### config.mk
export PLATFORM = sky130hd
export DESIGN_NAME = asqp_top
export DESIGN_NICKNAME = d
export VERILOG_FILES = /design/src/asqp_fifo.v /design/src/asqp_top.v
export VERILOG_INCLUDE_DIRS = /design/src /design/src/src
export SDC_FILE = /design/constraint.sdc
export NUM_CORES = 1
export LEC_CHECK = 0
export BUFFER_PORTS_ARGS = -buffer_cell sky130_fd_sc_hd__buf_2
export CORE_MARGIN = 5
export CORE_UTILIZATION = 45
export CTS_BUF_LIST = sky130_fd_sc_hd__clkbuf_4 sky130_fd_sc_hd__clkbuf_8
export DETAILED_ROUTE_END_ITERATION = 6
export GPL_TIMING_DRIVEN = 0
export SETUP_SLACK_MARGIN = 0.05
export SYNTH_ARGS = -nofsm -noshare
export SYNTH_HDL_FRONTEND = slang
export SYNTH_SLANG_ARGS = --single-unit
### constraint.sdc
create_clock -name i_sys_clk -period 8.3 [get_ports i_sys_clk]
set_input_delay 0.83 -clock i_sys_clk [delete_from_list [all_inputs] [get_ports i_sys_clk]]
set_output_delay 0.83 -clock i_sys_clk [all_outputs]
set_load 0.02 [all_outputs]
### src/asqp_defines.vh
// Function
// - Character format: 7/8 data, 1/2 stop, parity.
// - Baud 1200 to 115200, default 9600.
// - TCP port 9882, four independent connections.
// - Address 0..127, three chars, zero/space padded; leading spaces only taken in queries.
// - Frame opens STX, ends ETX or CR.
// - ETX brings two checksum chars; CR none.
// - Checksum XORs all chars from zero incl. framing.
// - Checksum two hex chars, high nibble first.
// - Space is 0x20, only where allowed.
// - Letters N, K, M request zero, span, sample.
// - Mode letters act only outside service, option fitted.
// - Control frame: code, address, space, letter, terminator; the code also takes the letter with no space before it.
// - Bad or misaddressed control frames silently dropped.
// - Accepted query starts a measurement reply.
// - Query without address allows no space.
// - Query answered only when fully valid.
// - Reply ends with the command's terminator.
// - Reply opens with tag and two-digit count.
`ifndef ASQP_DEFINES_VH
`define ASQP_DEFINES_VH
`define ASQP_CH_STX      8'h02
`define ASQP_CH_ETX      8'h03
`define ASQP_CH_CR       8'h0D
`define ASQP_CH_SP       8'h20
`define ASQP_CH_ZERO     8'h30
`define ASQP_CH_NINE     8'h39
`define ASQP_CH_UA       8'h41
`define ASQP_CH_UF       8'h46
`define ASQP_CH_CTL0     8'h53
`define ASQP_CH_CTL1     8'h54
`define ASQP_CH_QRY0     8'h44
`define ASQP_CH_QRY1     8'h41
`define ASQP_CH_ZEROGAS  8'h4E
`define ASQP_CH_SPANGAS  8'h4B
`define ASQP_CH_SAMPLE   8'h4D
`define ASQP_MODE_ZERO   2'h1
`define ASQP_MODE_SPAN   2'h2
`define ASQP_MODE_SAMPLE 2'h3
`define ASQP_BAUD_DEF    17'h02580
`define ASQP_TCP_PORT    16'h269A
`define ASQP_ADDR_MAX    7'h7F
`define ASQP_REG_CTRL    32'h00000000
`define ASQP_REG_STAT    32'h00000004
`define ASQP_REG_RXDATA  32'h00000008
`define ASQP_REG_EVENT   32'h0000000C
`define ASQP_REG_BAUD    32'h00000010
`define ASQP_CTRL_ADDR_LSB 0
`define ASQP_CTRL_SERVICE  8
`define ASQP_CTRL_ZSOPT    9
`define ASQP_CTRL_DBITS8   10
`define ASQP_CTRL_STOP2    11
`define ASQP_CTRL_PAR_LSB  12
`define ASQP_CTRL_CHAN_LSB 16
`define ASQP_CTRL_RESET    32'h00000200
`endif

### src/asqp_fifo.v
module asqp_fifo #(
    parameter WIDTH = 10,
    parameter DEPTH = 16,
    parameter AW    = 4
) (
    input  wire             i_sys_clk,
    input  wire             i_rst_n,
    input  wire [WIDTH-1:0] i_in_data,
    input  wire             i_in_valid,
    output wire             o_in_ready,
    output wire [WIDTH-1:0] o_out_data,
    output wire             o_out_valid,
    input  wire             i_out_ready
);
    reg [WIDTH-1:0] mem_q [0:DEPTH-1];
    reg [AW-1:0]    wr_q;
    reg [AW-1:0]    rd_q;
    reg [AW:0]      cnt_q;
    wire            push;
    wire            pop;
    integer         k;

    assign o_in_ready  = (cnt_q != DEPTH);
    assign o_out_valid = (cnt_q != 0);
    assign o_out_data  = mem_q[rd_q];
    assign push        = i_in_valid && o_in_ready;
    assign pop         = o_out_valid && i_out_ready;

    always @(posedge i_sys_clk or negedge i_rst_n)
    begin
        if (!i_rst_n)
        begin
            wr_q  <= {AW{1'b0}};
            rd_q  <= {AW{1'b0}};
            cnt_q <= {(AW+1){1'b0}};
            for (k = 0; k < DEPTH; k = k + 1)
                mem_q[k] <= {WIDTH{1'b0}};
        end
        else
        begin
            if (push)
            begin
                mem_q[wr_q] <= i_in_data;
                wr_q        <= wr_q + 1'b1;
            end
            if (pop)
                rd_q <= rd_q + 1'b1;
            if (push && !pop)
                cnt_q <= cnt_q + 1'b1;
            else if (pop && !push)
                cnt_q <= cnt_q - 1'b1;
        end
    end
endmodule

### src/asqp_top.v
`include "asqp_defines.vh"
module asqp_top #(
    parameter NCHAN = 4
) (
    input  wire        i_sys_clk,
    input  wire        i_rst_n,
    input  wire [7:0]  i_rx_data,
    input  wire [1:0]  i_rx_chan,
    input  wire        i_rx_valid,
    output wire        o_rx_ready,
    output reg  [1:0]  o_mode_req,
    output reg         o_mode_valid,
    output reg         o_query_start,
    output reg  [1:0]  o_query_chan,
    output reg         o_query_etx,
    input  wire [31:0] s_axi_awaddr,
    input  wire        s_axi_awvalid,
    output wire        s_axi_awready,
    input  wire [31:0] s_axi_wdata,
    input  wire [3:0]  s_axi_wstrb,
    input  wire        s_axi_wvalid,
    output wire        s_axi_wready,
    output reg  [1:0]  s_axi_bresp,
    output reg         s_axi_bvalid,
    input  wire        s_axi_bready,
    input  wire [31:0] s_axi_araddr,
    input  wire        s_axi_arvalid,
    output wire        s_axi_arready,
    output reg  [31:0] s_axi_rdata,
    output reg  [1:0]  s_axi_rresp,
    output reg         s_axi_rvalid,
    input  wire        s_axi_rready
);
    localparam S_IDLE = 7'h01;
    localparam S_C1   = 7'h02;
    localparam S_BODY = 7'h04;
    localparam S_HI   = 7'h08;
    localparam S_LO   = 7'h10;
    localparam S_DONE = 7'h20;
    localparam S_DROP = 7'h40;

    reg  [31:0] ctrl_q;
    reg  [16:0] baud_q;
    reg  [2:0]  evt_q;
    reg         aw_q;
    reg         w_q;
    reg  [31:0] awaddr_q;
    reg  [31:0] wdata_q;

    wire [9:0]  f_data;
    wire        f_valid;
    wire        f_ready;
    wire [7:0]  ch;
    wire [1:0]  cn;
    wire [6:0]  station;

    reg  [6:0]  st_q [0:NCHAN-1];
    reg  [7:0]  bcc_q [0:NCHAN-1];
    reg         qry_q [0:NCHAN-1];
    reg  [1:0]  na_q [0:NCHAN-1];
    reg  [6:0]  av_q [0:NCHAN-1];
    reg         adsp_q [0:NCHAN-1];
    reg         sp_q [0:NCHAN-1];
    reg  [7:0]  let_q [0:NCHAN-1];
    reg         etx_q [0:NCHAN-1];
    reg  [3:0]  hi_q [0:NCHAN-1];
    reg         bad_q [0:NCHAN-1];

    reg         is_hex;
    reg  [3:0]  hexv;
    reg         is_dig;
    wire [7:0]  rx_byte;

    assign station = ctrl_q[`ASQP_CTRL_ADDR_LSB+6:`ASQP_CTRL_ADDR_LSB];
    assign rx_byte = ctrl_q[`ASQP_CTRL_DBITS8] ? i_rx_data :
                     {1'b0, i_rx_data[6:0]};

    asqp_fifo #(
        .WIDTH(10),
        .DEPTH(16),
        .AW   (4)
    ) u_fifo (
        .i_sys_clk  (i_sys_clk),
        .i_rst_n    (i_rst_n),
        .i_in_data  ({i_rx_chan, rx_byte}),
        .i_in_valid (i_rx_valid),
        .o_in_ready (o_rx_ready),
        .o_out_data (f_data),
        .o_out_valid(f_valid),
        .i_out_ready(f_ready)
    );

    assign f_ready = 1'b1;
    assign ch      = f_data[7:0];
    assign cn      = f_data[9:8];

    always @*
    begin
        is_dig = (ch >= `ASQP_CH_ZERO) && (ch <= `ASQP_CH_NINE);
        is_hex = is_dig || ((ch >= `ASQP_CH_UA) && (ch <= `ASQP_CH_UF));
        hexv   = is_dig ? ch[3:0] : ch[3:0] + 4'h9;
    end

    // Each connection keeps its own parse context.
    genvar g;
    generate
        for (g = 0; g < NCHAN; g = g + 1)
        begin : g_chan
            wire        hit;
            wire [7:0]  x;
            wire [9:0]  acc;
            wire [7:0]  rx_bcc;
            assign hit = f_valid && (cn == g);
            assign x   = bcc_q[g] ^ ch;
            assign acc = {av_q[g], 3'h0} + {2'h0, av_q[g], 1'b0}
                         + {6'h00, ch[3:0]};
            assign rx_bcc = {hi_q[g], hexv};
            always @(posedge i_sys_clk or negedge i_rst_n)
            begin
                if (!i_rst_n)
                begin
                    st_q[g]   <= S_IDLE;
                    bcc_q[g]  <= 8'h00;
                    qry_q[g]  <= 1'b0;
                    na_q[g]   <= 2'h0;
                    av_q[g]   <= 7'h00;
                    adsp_q[g] <= 1'b0;
                    sp_q[g]   <= 1'b0;
                    let_q[g]  <= 8'h00;
                    etx_q[g]  <= 1'b0;
                    hi_q[g]   <= 4'h0;
                    bad_q[g]  <= 1'b0;
                end
                else if (hit && ch == `ASQP_CH_STX)
                begin
                    // Restart on any start character.
                    st_q[g]   <= S_C1;
                    bcc_q[g]  <= `ASQP_CH_STX;
                    na_q[g]   <= 2'h0;
                    av_q[g]   <= 7'h00;
                    adsp_q[g] <= 1'b0;
                    sp_q[g]   <= 1'b0;
                    let_q[g]  <= 8'h00;
                    hi_q[g]   <= 4'h0;
                    bad_q[g]  <= 1'b0;
                end
                else if (hit)
                begin
                    bcc_q[g] <= x;
                    case (st_q[g])
                        S_C1:
                        begin
                            if (ch == `ASQP_CH_CTL0 || ch == `ASQP_CH_QRY0)
                            begin
                                qry_q[g] <= (ch == `ASQP_CH_QRY0);
                                st_q[g]  <= S_HI;
                                etx_q[g] <= 1'b1;
                            end
                            else
                                st_q[g] <= S_DROP;
                        end
                        S_BODY:
                        begin
                            if (ch == `ASQP_CH_ETX || ch == `ASQP_CH_CR)
                            begin
                                // Terminator alone picks checksum.
                                etx_q[g] <= (ch == `ASQP_CH_ETX);
                                st_q[g]  <= (ch == `ASQP_CH_ETX) ?
                                            S_HI : S_DONE;
                                if (na_q[g] == 2'h1 || na_q[g] == 2'h2)
                                    bad_q[g] <= 1'b1;
                            end
                            else if (ch == `ASQP_CH_SP)
                            begin
                                sp_q[g] <= 1'b1;
                                if (na_q[g] == 2'h0 && !qry_q[g] &&
                                    !adsp_q[g])
                                    adsp_q[g] <= 1'b1;
                                else if (na_q[g] == 2'h3 && !adsp_q[g] &&
                                         let_q[g] == 8'h00)
                                    adsp_q[g] <= 1'b1;
                                else if (na_q[g] == 2'h0 && qry_q[g])
                                    na_q[g] <= 2'h1;
                                else if ((na_q[g] == 2'h1) &&
                                         (av_q[g] == 7'h00))
                                    na_q[g] <= 2'h2;
                                else
                                    bad_q[g] <= 1'b1;
                            end
                            else if (is_dig && na_q[g] != 2'h3 &&
                                     !(adsp_q[g] && na_q[g] == 2'h0) &&
                                     let_q[g] == 8'h00)
                            begin
                                // Pad with zeros, or with leading spaces in queries.
                                na_q[g] <= na_q[g] + 2'h1;
                                if (acc > {3'h0, `ASQP_ADDR_MAX})
                                    av_q[g] <= 7'h7F;
                                else
                                    av_q[g] <= acc[6:0];
                                if (acc > {3'h0, `ASQP_ADDR_MAX})
                                    bad_q[g] <= 1'b1;
                            end
                            else if (!qry_q[g] && let_q[g] == 8'h00 &&
                                     (ch == `ASQP_CH_ZEROGAS ||
                                      ch == `ASQP_CH_SPANGAS ||
                                      ch == `ASQP_CH_SAMPLE))
                                let_q[g] <= ch;
                            else
                                bad_q[g] <= 1'b1;
                        end
                        S_HI:
                        begin
                            if (!etx_q[g] || !is_hex)
                                st_q[g] <= S_DROP;
                            else
                            begin
                                hi_q[g]  <= hexv;
                                bcc_q[g] <= bcc_q[g];
                                st_q[g]  <= S_LO;
                            end
                        end
                        S_LO:
                        begin
                            bcc_q[g] <= bcc_q[g];
                            if (is_hex && rx_bcc == bcc_q[g])
                                st_q[g] <= S_DONE;
                            else
                                st_q[g] <= S_DROP;
                        end
                        default:
                            st_q[g] <= S_DROP;
                    endcase
                    // Second code character of the two-letter command.
                    if (st_q[g] == S_HI && etx_q[g] && na_q[g] == 2'h0
                        && let_q[g] == 8'h00 && bcc_q[g] == (`ASQP_CH_STX
                        ^ (qry_q[g] ? `ASQP_CH_QRY0 : `ASQP_CH_CTL0))
                        && !sp_q[g] && !bad_q[g] && !adsp_q[g] &&
                        hi_q[g] == 4'h0)
                    begin
                        bcc_q[g] <= x;
                        etx_q[g] <= 1'b0;
                        hi_q[g]  <= 4'hF;
                        st_q[g]  <= (ch == (qry_q[g] ? `ASQP_CH_QRY1 :
                                     `ASQP_CH_CTL1)) ? S_BODY : S_DROP;
                    end
                end
                else if (st_q[g] == S_DONE)
                begin
                    st_q[g] <= S_IDLE;
                    hi_q[g] <= 4'h0;
                end
                else if (st_q[g] == S_DROP && hi_q[g] == 4'hF)
                    hi_q[g] <= 4'h0;
            end
        end
    endgenerate

    integer j;
    reg      dn_any;
    reg      dn_ctl;
    reg      dn_qry;
    reg [1:0] dn_ch;
    always @*
    begin
        dn_any = 1'b0;
        dn_ctl = 1'b0;
        dn_qry = 1'b0;
        dn_ch  = 2'h0;
        for (j = 0; j < NCHAN; j = j + 1)
            if (st_q[j] == S_DONE && !dn_any)
            begin
                dn_any = 1'b1;
                dn_ch  = j[1:0];
            end
    end

    wire        dn_ok_ctl;
    wire        dn_ok_qry;
    wire [7:0]  dn_let;
    assign dn_let    = let_q[dn_ch];
    assign dn_ok_ctl = dn_any && !qry_q[dn_ch] && !bad_q[dn_ch] &&
                       dn_let != 8'h00 &&
                       (na_q[dn_ch] == 2'h0 ||
                        (na_q[dn_ch] == 2'h3 && av_q[dn_ch] == station));
    assign dn_ok_qry = dn_any && qry_q[dn_ch] && !bad_q[dn_ch] &&
                       !(na_q[dn_ch] == 2'h0 && sp_q[dn_ch]) &&
                       (na_q[dn_ch] == 2'h0 ||
                        (na_q[dn_ch] == 2'h3 && av_q[dn_ch] == station));

    always @(posedge i_sys_clk or negedge i_rst_n)
    begin
        if (!i_rst_n)
        begin
            o_mode_req    <= 2'h0;
            o_mode_valid  <= 1'b0;
            o_query_start <= 1'b0;
            o_query_chan  <= 2'h0;
            o_query_etx   <= 1'b0;
        end
        else
        begin
            // Mode change gated by service and option.
            o_mode_valid  <= dn_ok_ctl && !ctrl_q[`ASQP_CTRL_SERVICE] &&
                             ctrl_q[`ASQP_CTRL_ZSOPT];
            o_mode_req    <= (dn_let == `ASQP_CH_ZEROGAS) ?
                             `ASQP_MODE_ZERO :
                             (dn_let == `ASQP_CH_SPANGAS) ?
                             `ASQP_MODE_SPAN : `ASQP_MODE_SAMPLE;
            o_query_start <= dn_ok_qry;
            if (dn_ok_qry)
            begin
                o_query_chan <= dn_ch;
                o_query_etx  <= etx_q[dn_ch];
            end
        end
    end

    // Register slave.
    assign s_axi_awready = !aw_q && !s_axi_bvalid;
    assign s_axi_wready  = !w_q && !s_axi_bvalid;
    assign s_axi_arready = !s_axi_rvalid;

    always @(posedge i_sys_clk or negedge i_rst_n)
    begin
        if (!i_rst_n)
        begin
            aw_q         <= 1'b0;
            w_q          <= 1'b0;
            awaddr_q     <= 32'h00000000;
            wdata_q      <= 32'h00000000;
            s_axi_bvalid <= 1'b0;
            s_axi_bresp  <= 2'h0;
            s_axi_rvalid <= 1'b0;
            s_axi_rresp  <= 2'h0;
            s_axi_rdata  <= 32'h00000000;
            ctrl_q       <= `ASQP_CTRL_RESET;
            baud_q       <= `ASQP_BAUD_DEF;
            evt_q        <= 3'h0;
        end
        else
        begin
            if (s_axi_awvalid && s_axi_awready)
            begin
                aw_q     <= 1'b1;
                awaddr_q <= s_axi_awaddr;
            end
            if (s_axi_wvalid && s_axi_wready)
            begin
                w_q     <= 1'b1;
                wdata_q <= s_axi_wdata;
            end
            if (aw_q && w_q)
            begin
                aw_q         <= 1'b0;
                w_q          <= 1'b0;
                s_axi_bvalid <= 1'b1;
                s_axi_bresp  <= 2'h0;
                if (awaddr_q[7:2] == `ASQP_REG_CTRL >> 2)
                    ctrl_q <= wdata_q;
                else if (awaddr_q[7:2] == `ASQP_REG_BAUD >> 2)
                    baud_q <= wdata_q[16:0];
                else if (awaddr_q[7:2] == `ASQP_REG_EVENT >> 2)
                    evt_q <= evt_q & ~wdata_q[2:0];
                else
                    s_axi_bresp <= 2'h2;
            end
            else if (s_axi_bvalid && s_axi_bready)
                s_axi_bvalid <= 1'b0;
            if (o_query_start)
                evt_q[0] <= 1'b1;
            if (o_mode_valid)
                evt_q[1] <= 1'b1;
            if (s_axi_arvalid && s_axi_arready)
            begin
                s_axi_rvalid <= 1'b1;
                s_axi_rresp  <= 2'h0;
                case (s_axi_araddr[7:2])
                    6'h00: s_axi_rdata <= ctrl_q;
                    6'h01: s_axi_rdata <= {24'h0, 6'h0, o_query_chan};
                    6'h02: s_axi_rdata <= {22'h0, f_data};
                    6'h03: s_axi_rdata <= {29'h0, evt_q};
                    6'h04: s_axi_rdata <= {15'h0, baud_q};
                    default:
                    begin
                        s_axi_rdata <= 32'h00000000;
                        s_axi_rresp <= 2'h2;
                    end
                endcase
            end
            else if (s_axi_rvalid && s_axi_rready)
                s_axi_rvalid <= 1'b0;
        end
    end
endmodule

# [Word-level counts from Yosys, hierarchy flattened]
# Cells that the tools add are included.
[totals] register_bits=476 in_bits=118 output_inout_bits=49
[op_classes] add_sub_neg=17 order_cmp=12 n_eq_ne=163 muxes=350 bitwise_logic=19 n_reduce_logical=298
[op_table] op="$mux 7" n=60
[op_table] op="$mux 8" n=47
[op_table] op="$bwmux 160" n=1
[op_table] op="$pmux 32 s5" n=1
[op_table] op="$logic_and 1x1->1" n=125
[op_table] op="$mux 1" n=124
[op_table] op="$mux 4" n=29
[op_table] op="$pmux 7 s4" n=4
[op_table] op="$mux 2" n=53
[op_table] op="$ne 4x4->1 const B" n=17
[op_table] op="$eq 8x7->1" n=8
[op_table] op="$pmux 8 s2" n=4
[op_table] op="$ne 3x3->1 const B" n=21
[op_table] op="$reduce_and 5->1" n=12
[op_table] op="$reduce_bool 2->1" n=29
[op_table] op="$eq 8x7->1 const B" n=7
[op_table] op="$mux 5" n=10
[op_table] op="$reduce_bool 3->1" n=16
[op_table] op="$reduce_and 4->1" n=11
[op_table] op="$add 10x4->10" n=4
[op_table] op="$add 10x8->10" n=4
[op_table] op="$bmux 10 s4" n=1
[op_table] op="$demux 10 s4" n=1
[op_table] op="$gt 10x7->1 const B" n=4
[op_table] op="other kinds (69)" n=266

# [Depth between registers and ports, before layout]
# Gate-level depths: netlist (run 1).
[logic_depth] ltp_word=22 ltp_mapped=22 ltp_nobuf=17

# [Cells and area by module]
# A second synthesis (run 1) with hierarchy kept.
[unflattened] hier_cells=2294 hier_area_um2=24960.2
[by_module_without_submodules] mod="asqp_top" instances=1 cells_per_inst=1745 area_per_inst_um2=16742.3 seq_area_each_um2=7493.4
[by_module_without_submodules] mod="asqp_fifo" instances=1 cells_per_inst=549 area_per_inst_um2=8217.9 seq_area_each_um2=4329.2

# [Worst setup path before layout (run 1)]
# No wires, ideal clock.
[synth_path] kind="register -> register" startpoint="reg u_fifo.rd_q[1]" endpoint="reg bad_q[2] in the netlist's numbering" setup_ns=0.136 t_arrival_ns=4.435 required_time_ns=8.164 path_slack_ns=3.729 stages_incl_launch_ff=19 path_buffers=4 path_cell_list="dfrtp_1 > buf_4 > mux4_2 > mux4_2 > buf_2 > buf_1 > clkbuf_1 > ha_1 > ha_1 > fa_1 > a21o_1 > a21oi_1 > inv_1 > a21oi_1 > nand3b_1 > a2111oi_0 > a31oi_1 > o2111ai_1 > a21oi_1"
[synth_between] elab_chain_len=15
[synth_rtl] element="from (decl)" line="asqp_fifo.v:17" source="reg [AW-1:0] rd_q;"
[synth_rtl] element="from (signal assigned)" line="asqp_fifo.v:34" source="rd_q <= {AW{1'b0}};"
[synth_rtl] element="from (signal assigned)" line="asqp_fifo.v:47" source="rd_q <= rd_q + 1'b1;"
[synth_rtl] element="$not 4->5 (not written as such) *" line="asqp_fifo.v:25" source="assign o_out_data = mem_q[rd_q];"
[synth_rtl] element="$bmux 10 s4 *" line="asqp_fifo.v:25"
[synth_rtl] element="$mux 10 (not written as such) * (2 in series)" line="asqp_fifo.v:25"
[synth_rtl] element="branches (longest 11 deep; another with $add 10x4->10)"
[synth_rtl] element="to (signal, indexed assignment)" line="asqp_top.v:132" source="bad_q[g] <= 1'b0;"
[synth_rtl] element="to (signal, indexed assignment)" line="asqp_top.v:145" source="bad_q[g] <= 1'b0;"
[synth_rtl] element="to (signal, indexed assignment)" line="asqp_top.v:171" source="bad_q[g] <= 1'b1;"
[synth_rtl] element="to (decl)" line="asqp_top.v:67" source="reg bad_q [0:NCHAN-1];"
# Mark *: on every way between the ends. The select of a mux whose other input is x is not followed.
# A chain may end at the register's enable or synchronous reset.

# [Worst setup path after layout (run 1)]
[layout_path] startpoint="reg u_fifo.rd_q[0]" endpoint="reg hi_q (netlist bit g_chan[2].rx_bcc[5])"
[layout_between] elab_chain_len=12
[layout_rtl] element="$not 4->5 (not written as such) *" line="asqp_fifo.v:25"
[layout_rtl] element="$bmux 10 s4 *" line="asqp_fifo.v:25"
[layout_rtl] element="$mux 10 (not written as such) * (2 in series)" line="asqp_fifo.v:25"
[layout_rtl] element="$ge 8x6->1 (no line) / $le 8x6->1 (equally long branches)"
[layout_rtl] element="$logic_and 1x1->1" line="asqp_top.v:99" source="is_dig = (ch >= `ASQP_CH_ZERO) && (ch <= `ASQP_CH_NINE);"
[layout_rtl] element="$mux 4" line="asqp_top.v:101" source="hexv = is_dig ? ch[3:0] : ch[3:0] + 4'h9;"
[layout_rtl] element="$mux 4" line="asqp_top.v:213" source="if (!etx_q[g] || !is_hex)"
[layout_rtl] element="$mux 4" line="asqp_top.v:150" source="case (st_q[g])"
[layout_rtl] element="$mux 4" line="asqp_top.v:234" source="if (st_q[g] == S_HI && etx_q[g] && na_q[g] == 2'h0"
[layout_rtl] element="$mux 4" line="asqp_top.v:147" source="else if (hit)"
[layout_rtl] element="$mux 4" line="asqp_top.v:134" source="else if (hit && ch == `ASQP_CH_STX)"
[layout_rtl] element="to (signal, indexed assignment)" line="asqp_top.v:217" source="hi_q[g] <= hexv;"
[layout_rtl] element="to (decl)" line="asqp_top.v:66" source="reg [3:0] hi_q [0:NCHAN-1];"
# Every way passes the cells marked *; elsewhere a longest branch is shown, timed or not. The select of a mux whose other input is x is not followed.

==> results of run 1 <==
[cell families after synthesis]
logic type | after synthesis | synth area share [%]
compound gates | 516 | 13.66
xor+xnor | 82 | 2.816
fa+ha+maj | 85 | 4.406
buf+inv | 213 | 3.449
flops | 472 | 46.36
mux | 349 | 16.65
other cells | 1 | 0.01470
simple gates | 641 | 12.64
[routing by layer]
layer	vias up	track usage [%]
li1	9113	-
met1	10157	33.75
met2	672	39.14
met3	161	4.603
met4	0	8.469
met5	-	0
[worst max-delay path by stage]
stage / startpoint / end / slack [ns] / cells past startpoint
floorplan: u_fifo.rd_q[1]$_DFFE_PN0P_ / bad_q[2]$_DFFE_PN0P_ / 3.73 / 18
global placement: i_rst_n / wdata_q[14]$_DFFE_PN0P_ / -2.98 / 1
detailed placement: u_fifo.rd_q[0]$_DFFE_PN0P_ / av_q[17]$_DFFE_PN0P_ / 1.87 / 19
CTS: u_fifo.rd_q[0]$_DFFE_PN0P_ / av_q[16]$_DFFE_PN0P_ / 1.82 / 19
global route: u_fifo.rd_q[0]$_DFFE_PN0P_ / av_q[16]$_DFFE_PN0P_ / 1.33 / 19
finish: u_fifo.rd_q[0]$_DFFE_PN0P_ / g_chan[2].rx_bcc[5]$_DFFE_PN0P_ / 1.67 / 19
[registers in the layout, indices dropped and copies added (netlist names), 6 cells and up]
signal,cells
s_axi_rdata,32
st_q,28
ctrl_q,32
na_q,8
baud_q,17
g_chan.rx_bcc,16
bcc_q,32
let_q,32
av_q,28
wdata_q,32
u_fifo.mem_q,160
awaddr_q,6
[power breakdown]
part / internal (W) / switching, W / total, W / leakage (nW)
sequential: 0.00301 / 0.000504 / 0.00351 / 6.10
combinational: 0.00213 / 0.00357 / 0.00570 / 6.06
clock: 0.00131 / 0.00102 / 0.00232 / 0.959
total: 0.00644 / 0.00509 / 0.0115 / 13.1
[through the flow]
stage	instances	setup WS, ns	power [W]	hold WS (ns)	cell area [µm²]
floorplan	2360	3.729	0.007267	0.4446	25510
global placement	3223	-2.983	0.008941	0.4564	26990
detailed placement	3228	1.868	0.009119	0.4636	27130
CTS	3377	1.822	0.01149	0.1100	28950
global route	3378	1.330	0.01220	0.1407	28950
finish	3378	1.668	0.01153	0.1109	28950
[cell type report]
type / instances / area (µm²)
flip-flops and latches: 472 / 11820
inverters: 85 / 319.1
clock buffers: 135 / 1658
clock inverters: 14 / 152.6
well taps: 756 / 945.9
plain buffers: 128 / 560.5
repair buffers: 112 / 663.1
multi-input cells: 1675 / 12820
fillers: 5038 / 27330
diodes: 1 / 2.502
[cells in the final DEF, fill, tap and decap left out, drive strengths merged, types with 10 or more instances in the layout]
cell,netlist,layout
nor2,115,115
o221ai,10,10
o22ai,18,18
o41ai,10,10
dfrtp,463,463
a21o,24,24
nand3,50,50
or4,10,10
nor2b,10,10
xnor2,54,54
nor3,63,63
mux2i,56,56
xor2,28,28
nor4b,16,16
clkbuf,98,233
nor4,30,30
buf,30,142
o21ai,136,136
a22o,16,16
a221oi,14,14
and3,15,15
nand2b,14,14
nand2,215,215
ha,77,77
and2,22,22
a31oi,16,16
nand4,20,20
a211oi,10,10
o31ai,19,19
or3,16,16
o211ai,13,13
o21bai,17,17
a22oi,29,29
inv,83,87
mux4,34,34
mux2,259,259
a21oi,112,112
==> qor.txt, run 1 <==
RUN STATUS
-------------------------------------------------------------------------------------
Run status ............................................................. complete, no violations

DETAILED ROUTING
-------------------------------------------------------------------------------------
Routed vias ............................................................       20,103
Via density per instance ...............................................        5.951
Wire length per cell ...................................................     22.39 µm
Count of routing violations after the opening detailed-route iteration .        1,797
Top sig layer ..........................................................         met4
Number of iterations in the first detailed-routing pass ................            7
Sum of met2 wire segment lengths after detailed routing ................     35.63 mm
Routed wl met3 .........................................................     4.470 mm
Met1 layer wirelength in the final routing .............................     32.95 mm
Number of nets still failing antenna checks after routing ..............            0
Routed Wire Length .....................................................     75.64 mm
Number of DRC violations after detailed routing ........................            0

SETUP PATH
-------------------------------------------------------------------------------------
Worst Setup Path Type ..................................................   reg -> reg
Cell count of the worst reg-to-reg path ................................           19
Worst path cell trace .................................................. buf_6 -> buf_12 -> buf_6 -> buf_4 -> mux2i_1 -> a221oi_1 -> a22oi_1 -> nand2_1 -> buf_2 -> clkinv_1 -> ha_1 -> nor2_1 -> nor2_1 -> nor2_1 -> nor3_1 -> nor2_1 -> nor2_1 -> o32ai_2 -> mux2_2
Endpoint of the lowest-slack register-to-register path ................. g_chan[2].rx_bcc[5]$_DFFE_PN0P_
Nature of the critical path startpoint .................................         flop
Worst Path Max Fanout ..................................................           15
Crit path buffers/inverters ............................................            6
R2R Path Start ......................................................... u_fifo.rd_q[0]$_DFFE_PN0P_
Signal arrival time at the worst endpoint ..............................      7.20 ns
Worst endpoint required time ...........................................      8.87 ns
Reg2reg setup slack ....................................................      1.67 ns
Critical-path top delay cell ...........................................       nor2_1
Most used cell, CP .....................................................       nor2_1
Critical Path Sink Type ................................................         flop
Delay of the slowest cell on the worst path ............................      0.70 ns
Crit-path leading delay family ......................................... buffers and inverters

TIMING
-------------------------------------------------------------------------------------
Final setup violation count ............................................            0
Final hold violations ..................................................            0
Final TNS setup ........................................................         0 ns
Setup repair after global routing missed its margin ....................        false
Final max-slew violation count .........................................            0
Maximum clock skew at final layout .....................................   0.03529 ns
Highest achievable clock rate ..........................................    150.8 MHz
Final clock period utilization by the worst path .......................       79.91%
Transition time of the tightest slew-check pin .........................     1.324 ns
Final min period .......................................................     6.632 ns
Worst-case headroom to the max-slew limit ..............................       10.99%

LAYOUT
-------------------------------------------------------------------------------------
Final layout net count .................................................        2,760
Area growth, synth to finish ...........................................       13.51%
Fraction of layout cells with a size suffix above 1 ....................       23.92%
Final core occ .........................................................       51.44%

CLOCKING
-------------------------------------------------------------------------------------
CTS tree ...............................................................        built
Number of buffers created by CTS .......................................           83
Number of buffers inserted by post-CTS setup repair ....................            0
CTS sink count .........................................................          472
Clock insertion delay at the later pin of the skew report ..............      0.70 ns
Root cell of the clock tree ............................................     clkbuf_8
H-tree depth reported by CTS ...........................................            3
Buffer levels on the longest clock path ................................            3
Post-cts sizing count ..................................................            0
Clk slew on worst S/H paths ............................................      0.06 ns
Number of hold-repair buffers added at the cts stage ...................            0

SYNTH
-------------------------------------------------------------------------------------
Proportion of synthesized chip area in sequential cells ................       46.36%
Async SR Flop Fraction .................................................       100.0%
Ranking of synthesized cells by instance count ......................... dfrtp_1, mux2_2, nand2_1
Library cell occupying the most area in the post-synthesis netlist .....      dfrtp_1
Leading post-synthesis cells by cell area .............................. dfrtp_1, mux2_2, ha_1
Post-Syn Instances .....................................................        2,359
Most common cell in the netlist ........................................      dfrtp_1
Syn. warnings ..........................................................            0
Post-synth EDFFs .......................................................            0
Area fraction of the dominant cell type after synthesis ................       45.43%
Area of the mapped netlist .............................................   25,500 µm²
Flip-flop and latch count after synthesis ..............................          472
Number of unique standard cell types used by synthesis .................           95
Mean area per synthesized cell .........................................    10.81 µm²
Top FF cell, synth .....................................................      dfrtp_1

POWER AND IR DROP
-------------------------------------------------------------------------------------
LEAKAGE ................................................................     13.12 nW
Worst-case vdd ir drop .................................................     300.2 µV
Power density over the cells ........................................... 398.5 nW/µm²

GRT
-------------------------------------------------------------------------------------
Via count of the first global-routing pass .............................       20,507
Global-route congestion overflow total .................................            0
First-pass GRT wire length .............................................     118.1 mm
Total GRT Usage ........................................................       24.48%
Antenna violations before repair .......................................            2
Maximum number of pins on one net before global-route repair ...........          131

FLOORPLANNING
-------------------------------------------------------------------------------------
Die Height .............................................................     248.1 µm
Ports placed on the boundary ...........................................          167
Die X ..................................................................     248.1 µm
Std cell rows ..........................................................           87
Core footprint .........................................................   56,280 µm²
Total die area .........................................................   61,530 µm²
Starting density of the core ...........................................       45.32%

PLACE
-------------------------------------------------------------------------------------
Detailed Place HPWL ....................................................     55.12 mm
Total of buffers placed on input and output ports ......................          107
RePlAce Congestion .....................................................       0.9555

WORST HOLD PATH
-------------------------------------------------------------------------------------
Classification of the worst-slack hold path ............................  in -> async

FLOW RUN
-------------------------------------------------------------------------------------
Count of max-cap constraint violations .................................            0

(Power assumes the default switching activity.)
==> run 2, diff against run 1 <==
clock period = 6.9 ns   (was 8.3 ns; I/O delays follow)
==> qor.txt, run 2 (same netlist as run 1, synthesis figures left out) <==
TIMING
-------------------------------------------------------------------------------------
Post-route worst setup slack ...........................................    0.3711 ns   -1.296 ns
Transition time of the tightest slew-check pin .........................     1.313 ns   -0.01144 ns
Highest achievable clock rate ..........................................    153.2 MHz   +1.6%
Final min period .......................................................     6.529 ns   -0.1035 ns
Final setup violation count ............................................            0   unchanged
Final clock period utilization by the worst path .......................       94.62%   +15 points
Worst-case headroom to the max-slew limit ..............................       11.76%   +0.77 points
Final hold violations ..................................................            0   unchanged
Maximum clock skew at final layout .....................................   0.03308 ns   -0.002208 ns
Final max-slew violation count .........................................            0   unchanged
Final TNS setup ........................................................         0 ns   unchanged
Setup repair after global routing missed its margin ....................        false

DETAILED ROUTING
-------------------------------------------------------------------------------------
Count of routing violations after the opening detailed-route iteration .        1,737   -3.3%
Number of DRC violations after detailed routing ........................            0   unchanged
Number of iterations in the first detailed-routing pass ................            5   -2
Routed vias ............................................................       20,123   +0.099%
Wire length per cell ...................................................     22.40 µm   about the same
Number of nets still failing antenna checks after routing ..............            0   unchanged
Routed Wire Length .....................................................     75.69 mm   about the same
Via density per instance ...............................................        5.955   about the same

LAYOUT
-------------------------------------------------------------------------------------
Final core occ .........................................................       51.46%   about the same
Most flops, register ................................................... u_fifo.mem_q
Commonest non-fill, non-tap cell in the layout .........................      dfrtp_1
Leading cell types in the layout, fill and taps excluded ............... dfrtp_1, mux2_2, nand2_1
Final layout net count .................................................        2,761   +0.036%
Fraction of layout cells with a size suffix above 1 ....................       23.95%   +0.029 points
Number of flip-flops in the largest register ...........................          160   unchanged
Area growth, synth to finish ...........................................       13.56%   about the same

WORST HOLD PATH
-------------------------------------------------------------------------------------
Classification of the worst-slack hold path ............................    in -> reg

SETUP PATH
-------------------------------------------------------------------------------------
Worst path cell trace .................................................. buf_6 -> buf_12 -> buf_6 -> buf_4 -> mux2i_1 -> a221oi_1 -> a22oi_1 -> nand2_1 -> buf_2 -> clkinvlp_4 -> ha_1 -> nor2_1 -> nor2_1 -> nor2_1 -> nor3_1 -> nor2_1 -> nor2_1 -> o32ai_2 -> mux2_2
Most used cell, CP .....................................................       nor2_1
Signal arrival time at the worst endpoint ..............................      7.09 ns   -0.11 ns
Delay of the slowest cell on the worst path ............................      0.75 ns   +0.05 ns
Worst endpoint required time ...........................................      7.46 ns   -1.41 ns
Critical Path Sink Type ................................................         flop
Nature of the critical path startpoint .................................         flop
Critical-path top delay cell ...........................................       nor2_1
Worst Setup Path Type ..................................................   reg -> reg
Worst Path Max Fanout ..................................................           15   unchanged

FLOORPLANNING
-------------------------------------------------------------------------------------
Die Height .............................................................     248.1 µm   unchanged
Core footprint .........................................................   56,280 µm²   unchanged
Die X ..................................................................     248.1 µm   unchanged
Total die area .........................................................   61,530 µm²   unchanged
Ports placed on the boundary ...........................................          167   unchanged
Starting density of the core ...........................................       45.32%   unchanged
Std cell rows ..........................................................           87   unchanged

PLACE
-------------------------------------------------------------------------------------
Setup WS pre-CTS .......................................................    0.4682 ns   -1.400 ns
RePlAce Congestion .....................................................       0.9555   unchanged
Total of buffers placed on input and output ports ......................          107   unchanged
Detailed Place HPWL ....................................................     55.12 mm   unchanged

POWER AND IR DROP
-------------------------------------------------------------------------------------
Sequential share of power ..............................................        30.4%   about the same
Power density over the cells ........................................... 479.3 nW/µm²   +20%
Worst-case vdd ir drop .................................................     358.6 µV   +19%
Combinational power share ..............................................        49.4%   about the same
Clk pwr share ..........................................................        20.2%   about the same
NetSw ..................................................................   0.006132 W   +20%
Share of total power consumed by net switching .........................       44.18%   about the same
Post-route total power .................................................    0.01388 W   +20%
LEAKAGE ................................................................     13.12 nW   about the same
Total internal power ...................................................   0.007749 W   +20%

FLOW RUN
-------------------------------------------------------------------------------------
Count of max-cap constraint violations .................................            0   unchanged

RUN STATUS
-------------------------------------------------------------------------------------
Run status ............................................................. complete, no violations

CLOCKING
-------------------------------------------------------------------------------------
Clock insertion delay at the later pin of the skew report ..............      0.69 ns   about the same
Root cell of the clock tree ............................................     clkbuf_8
H-tree depth reported by CTS ...........................................            3   unchanged
Number of buffers created by CTS .......................................           83   unchanged
CTS sink count .........................................................          472   unchanged
Clk slew on worst S/H paths ............................................      0.06 ns   about the same
Buffer levels on the longest clock path ................................            3   unchanged
CTS tree ...............................................................        built

GRT
-------------------------------------------------------------------------------------
First-pass GRT wire length .............................................     118.1 mm   unchanged
Total GRT Usage ........................................................       24.48%   unchanged
Antenna violations before repair .......................................            2   unchanged
Global-route congestion overflow total .................................            0   unchanged
Maximum number of pins on one net before global-route repair ...........          131   unchanged
Via count of the first global-routing pass .............................       20,507   unchanged

==> run 2: metrics by stage <==
stage                     cell area, µm²  instances  hold WS (ns)
after global routing               28960       3379        0.1389
after floorplan                    25510       2360        0.3944
final                              28960       3379        0.1737
after CTS                          28960       3378        0.1153
after global placement             26990       3223        0.4564
after detailed placement           27130       3228        0.4636
==> run 2: power groups by stage <==
stage / registers [W] / clock network, W / logic, W
after floorplan: 0.00407 / 0 / 0.00468
final: 0.00422 / 0.00280 / 0.00686
after detailed placement: 0.00425 / 0 / 0.00672
after global placement: 0.00420 / 0 / 0.00656
after CTS: 0.00421 / 0.00286 / 0.00675
after global routing: 0.00432 / 0.00298 / 0.00739
==> run 2: final timing paths <==
check / start / end / slack [ns] / depth (start not counted)
max: u_fifo.rd_q[0]$_DFFE_PN0P_ / g_chan[2].rx_bcc[5]$_DFFE_PN0P_ / 0.37 / 19
min: s_axi_rready / s_axi_rvalid$_DFFE_PN0P_ / 0.17 / 2
max reg2reg: u_fifo.rd_q[0]$_DFFE_PN0P_ / g_chan[2].rx_bcc[5]$_DFFE_PN0P_ / 0.37 / 19
min reg2reg: s_axi_rdata[14]$_DFFE_PN0P_ / s_axi_rdata[14]$_DFFE_PN0P_ / 0.47 / 2
max in group asynchronous: i_rst_n / u_fifo.mem_q[155]$_DFFE_PN0P_ / 4.50 / 5
min in group asynchronous: i_rst_n / let_q[4]$_DFFE_PN0P_ / 0.57 / 2
==> run 2: timing repair <==
| item | 4_1_cts | 5_1_grt |
|---|---|---|
| resized for setup | 0 | 1 |
| endpoints found under the setup margin | 0 | 10 |
| hold buffers | 1 | 0 |
| hold endpoints to repair | 48 | 0 |
| setup buffers | 0 | 0 |
==> run 2: area by class of cell <==
type	count	area [µm²]
antenna	1	2.502
sequential	472	11820
timing repair buffer	113	673.1
inverter	85	322.8
tap	756	945.9
clock buffer	135	1658
clock inverter	14	152.6
fill	5041	27320
multi-input combinational	1675	12820
buffer	128	560.5
==> run 2: metal layers <==
layer | GRT usage [%] | part of all wire [%]
met3 | 4.603 | 6.3
met2 | 39.14 | 47
met1 | 33.75 | 43
met5 | 0 | 0
met4 | 8.469 | 3.4
==> run 2: worst max-delay path, delay by kind of cell, from the launching register on <==
family                     cells  cell delay [ns]
buffers and inverters          6             2.02
and+or+nand+nor                7             1.75
AOI/OAI and AO/OA              3             1.28
muxes                          2             0.54
adders and majority gates      1             0.40
DFF                            1             0.39
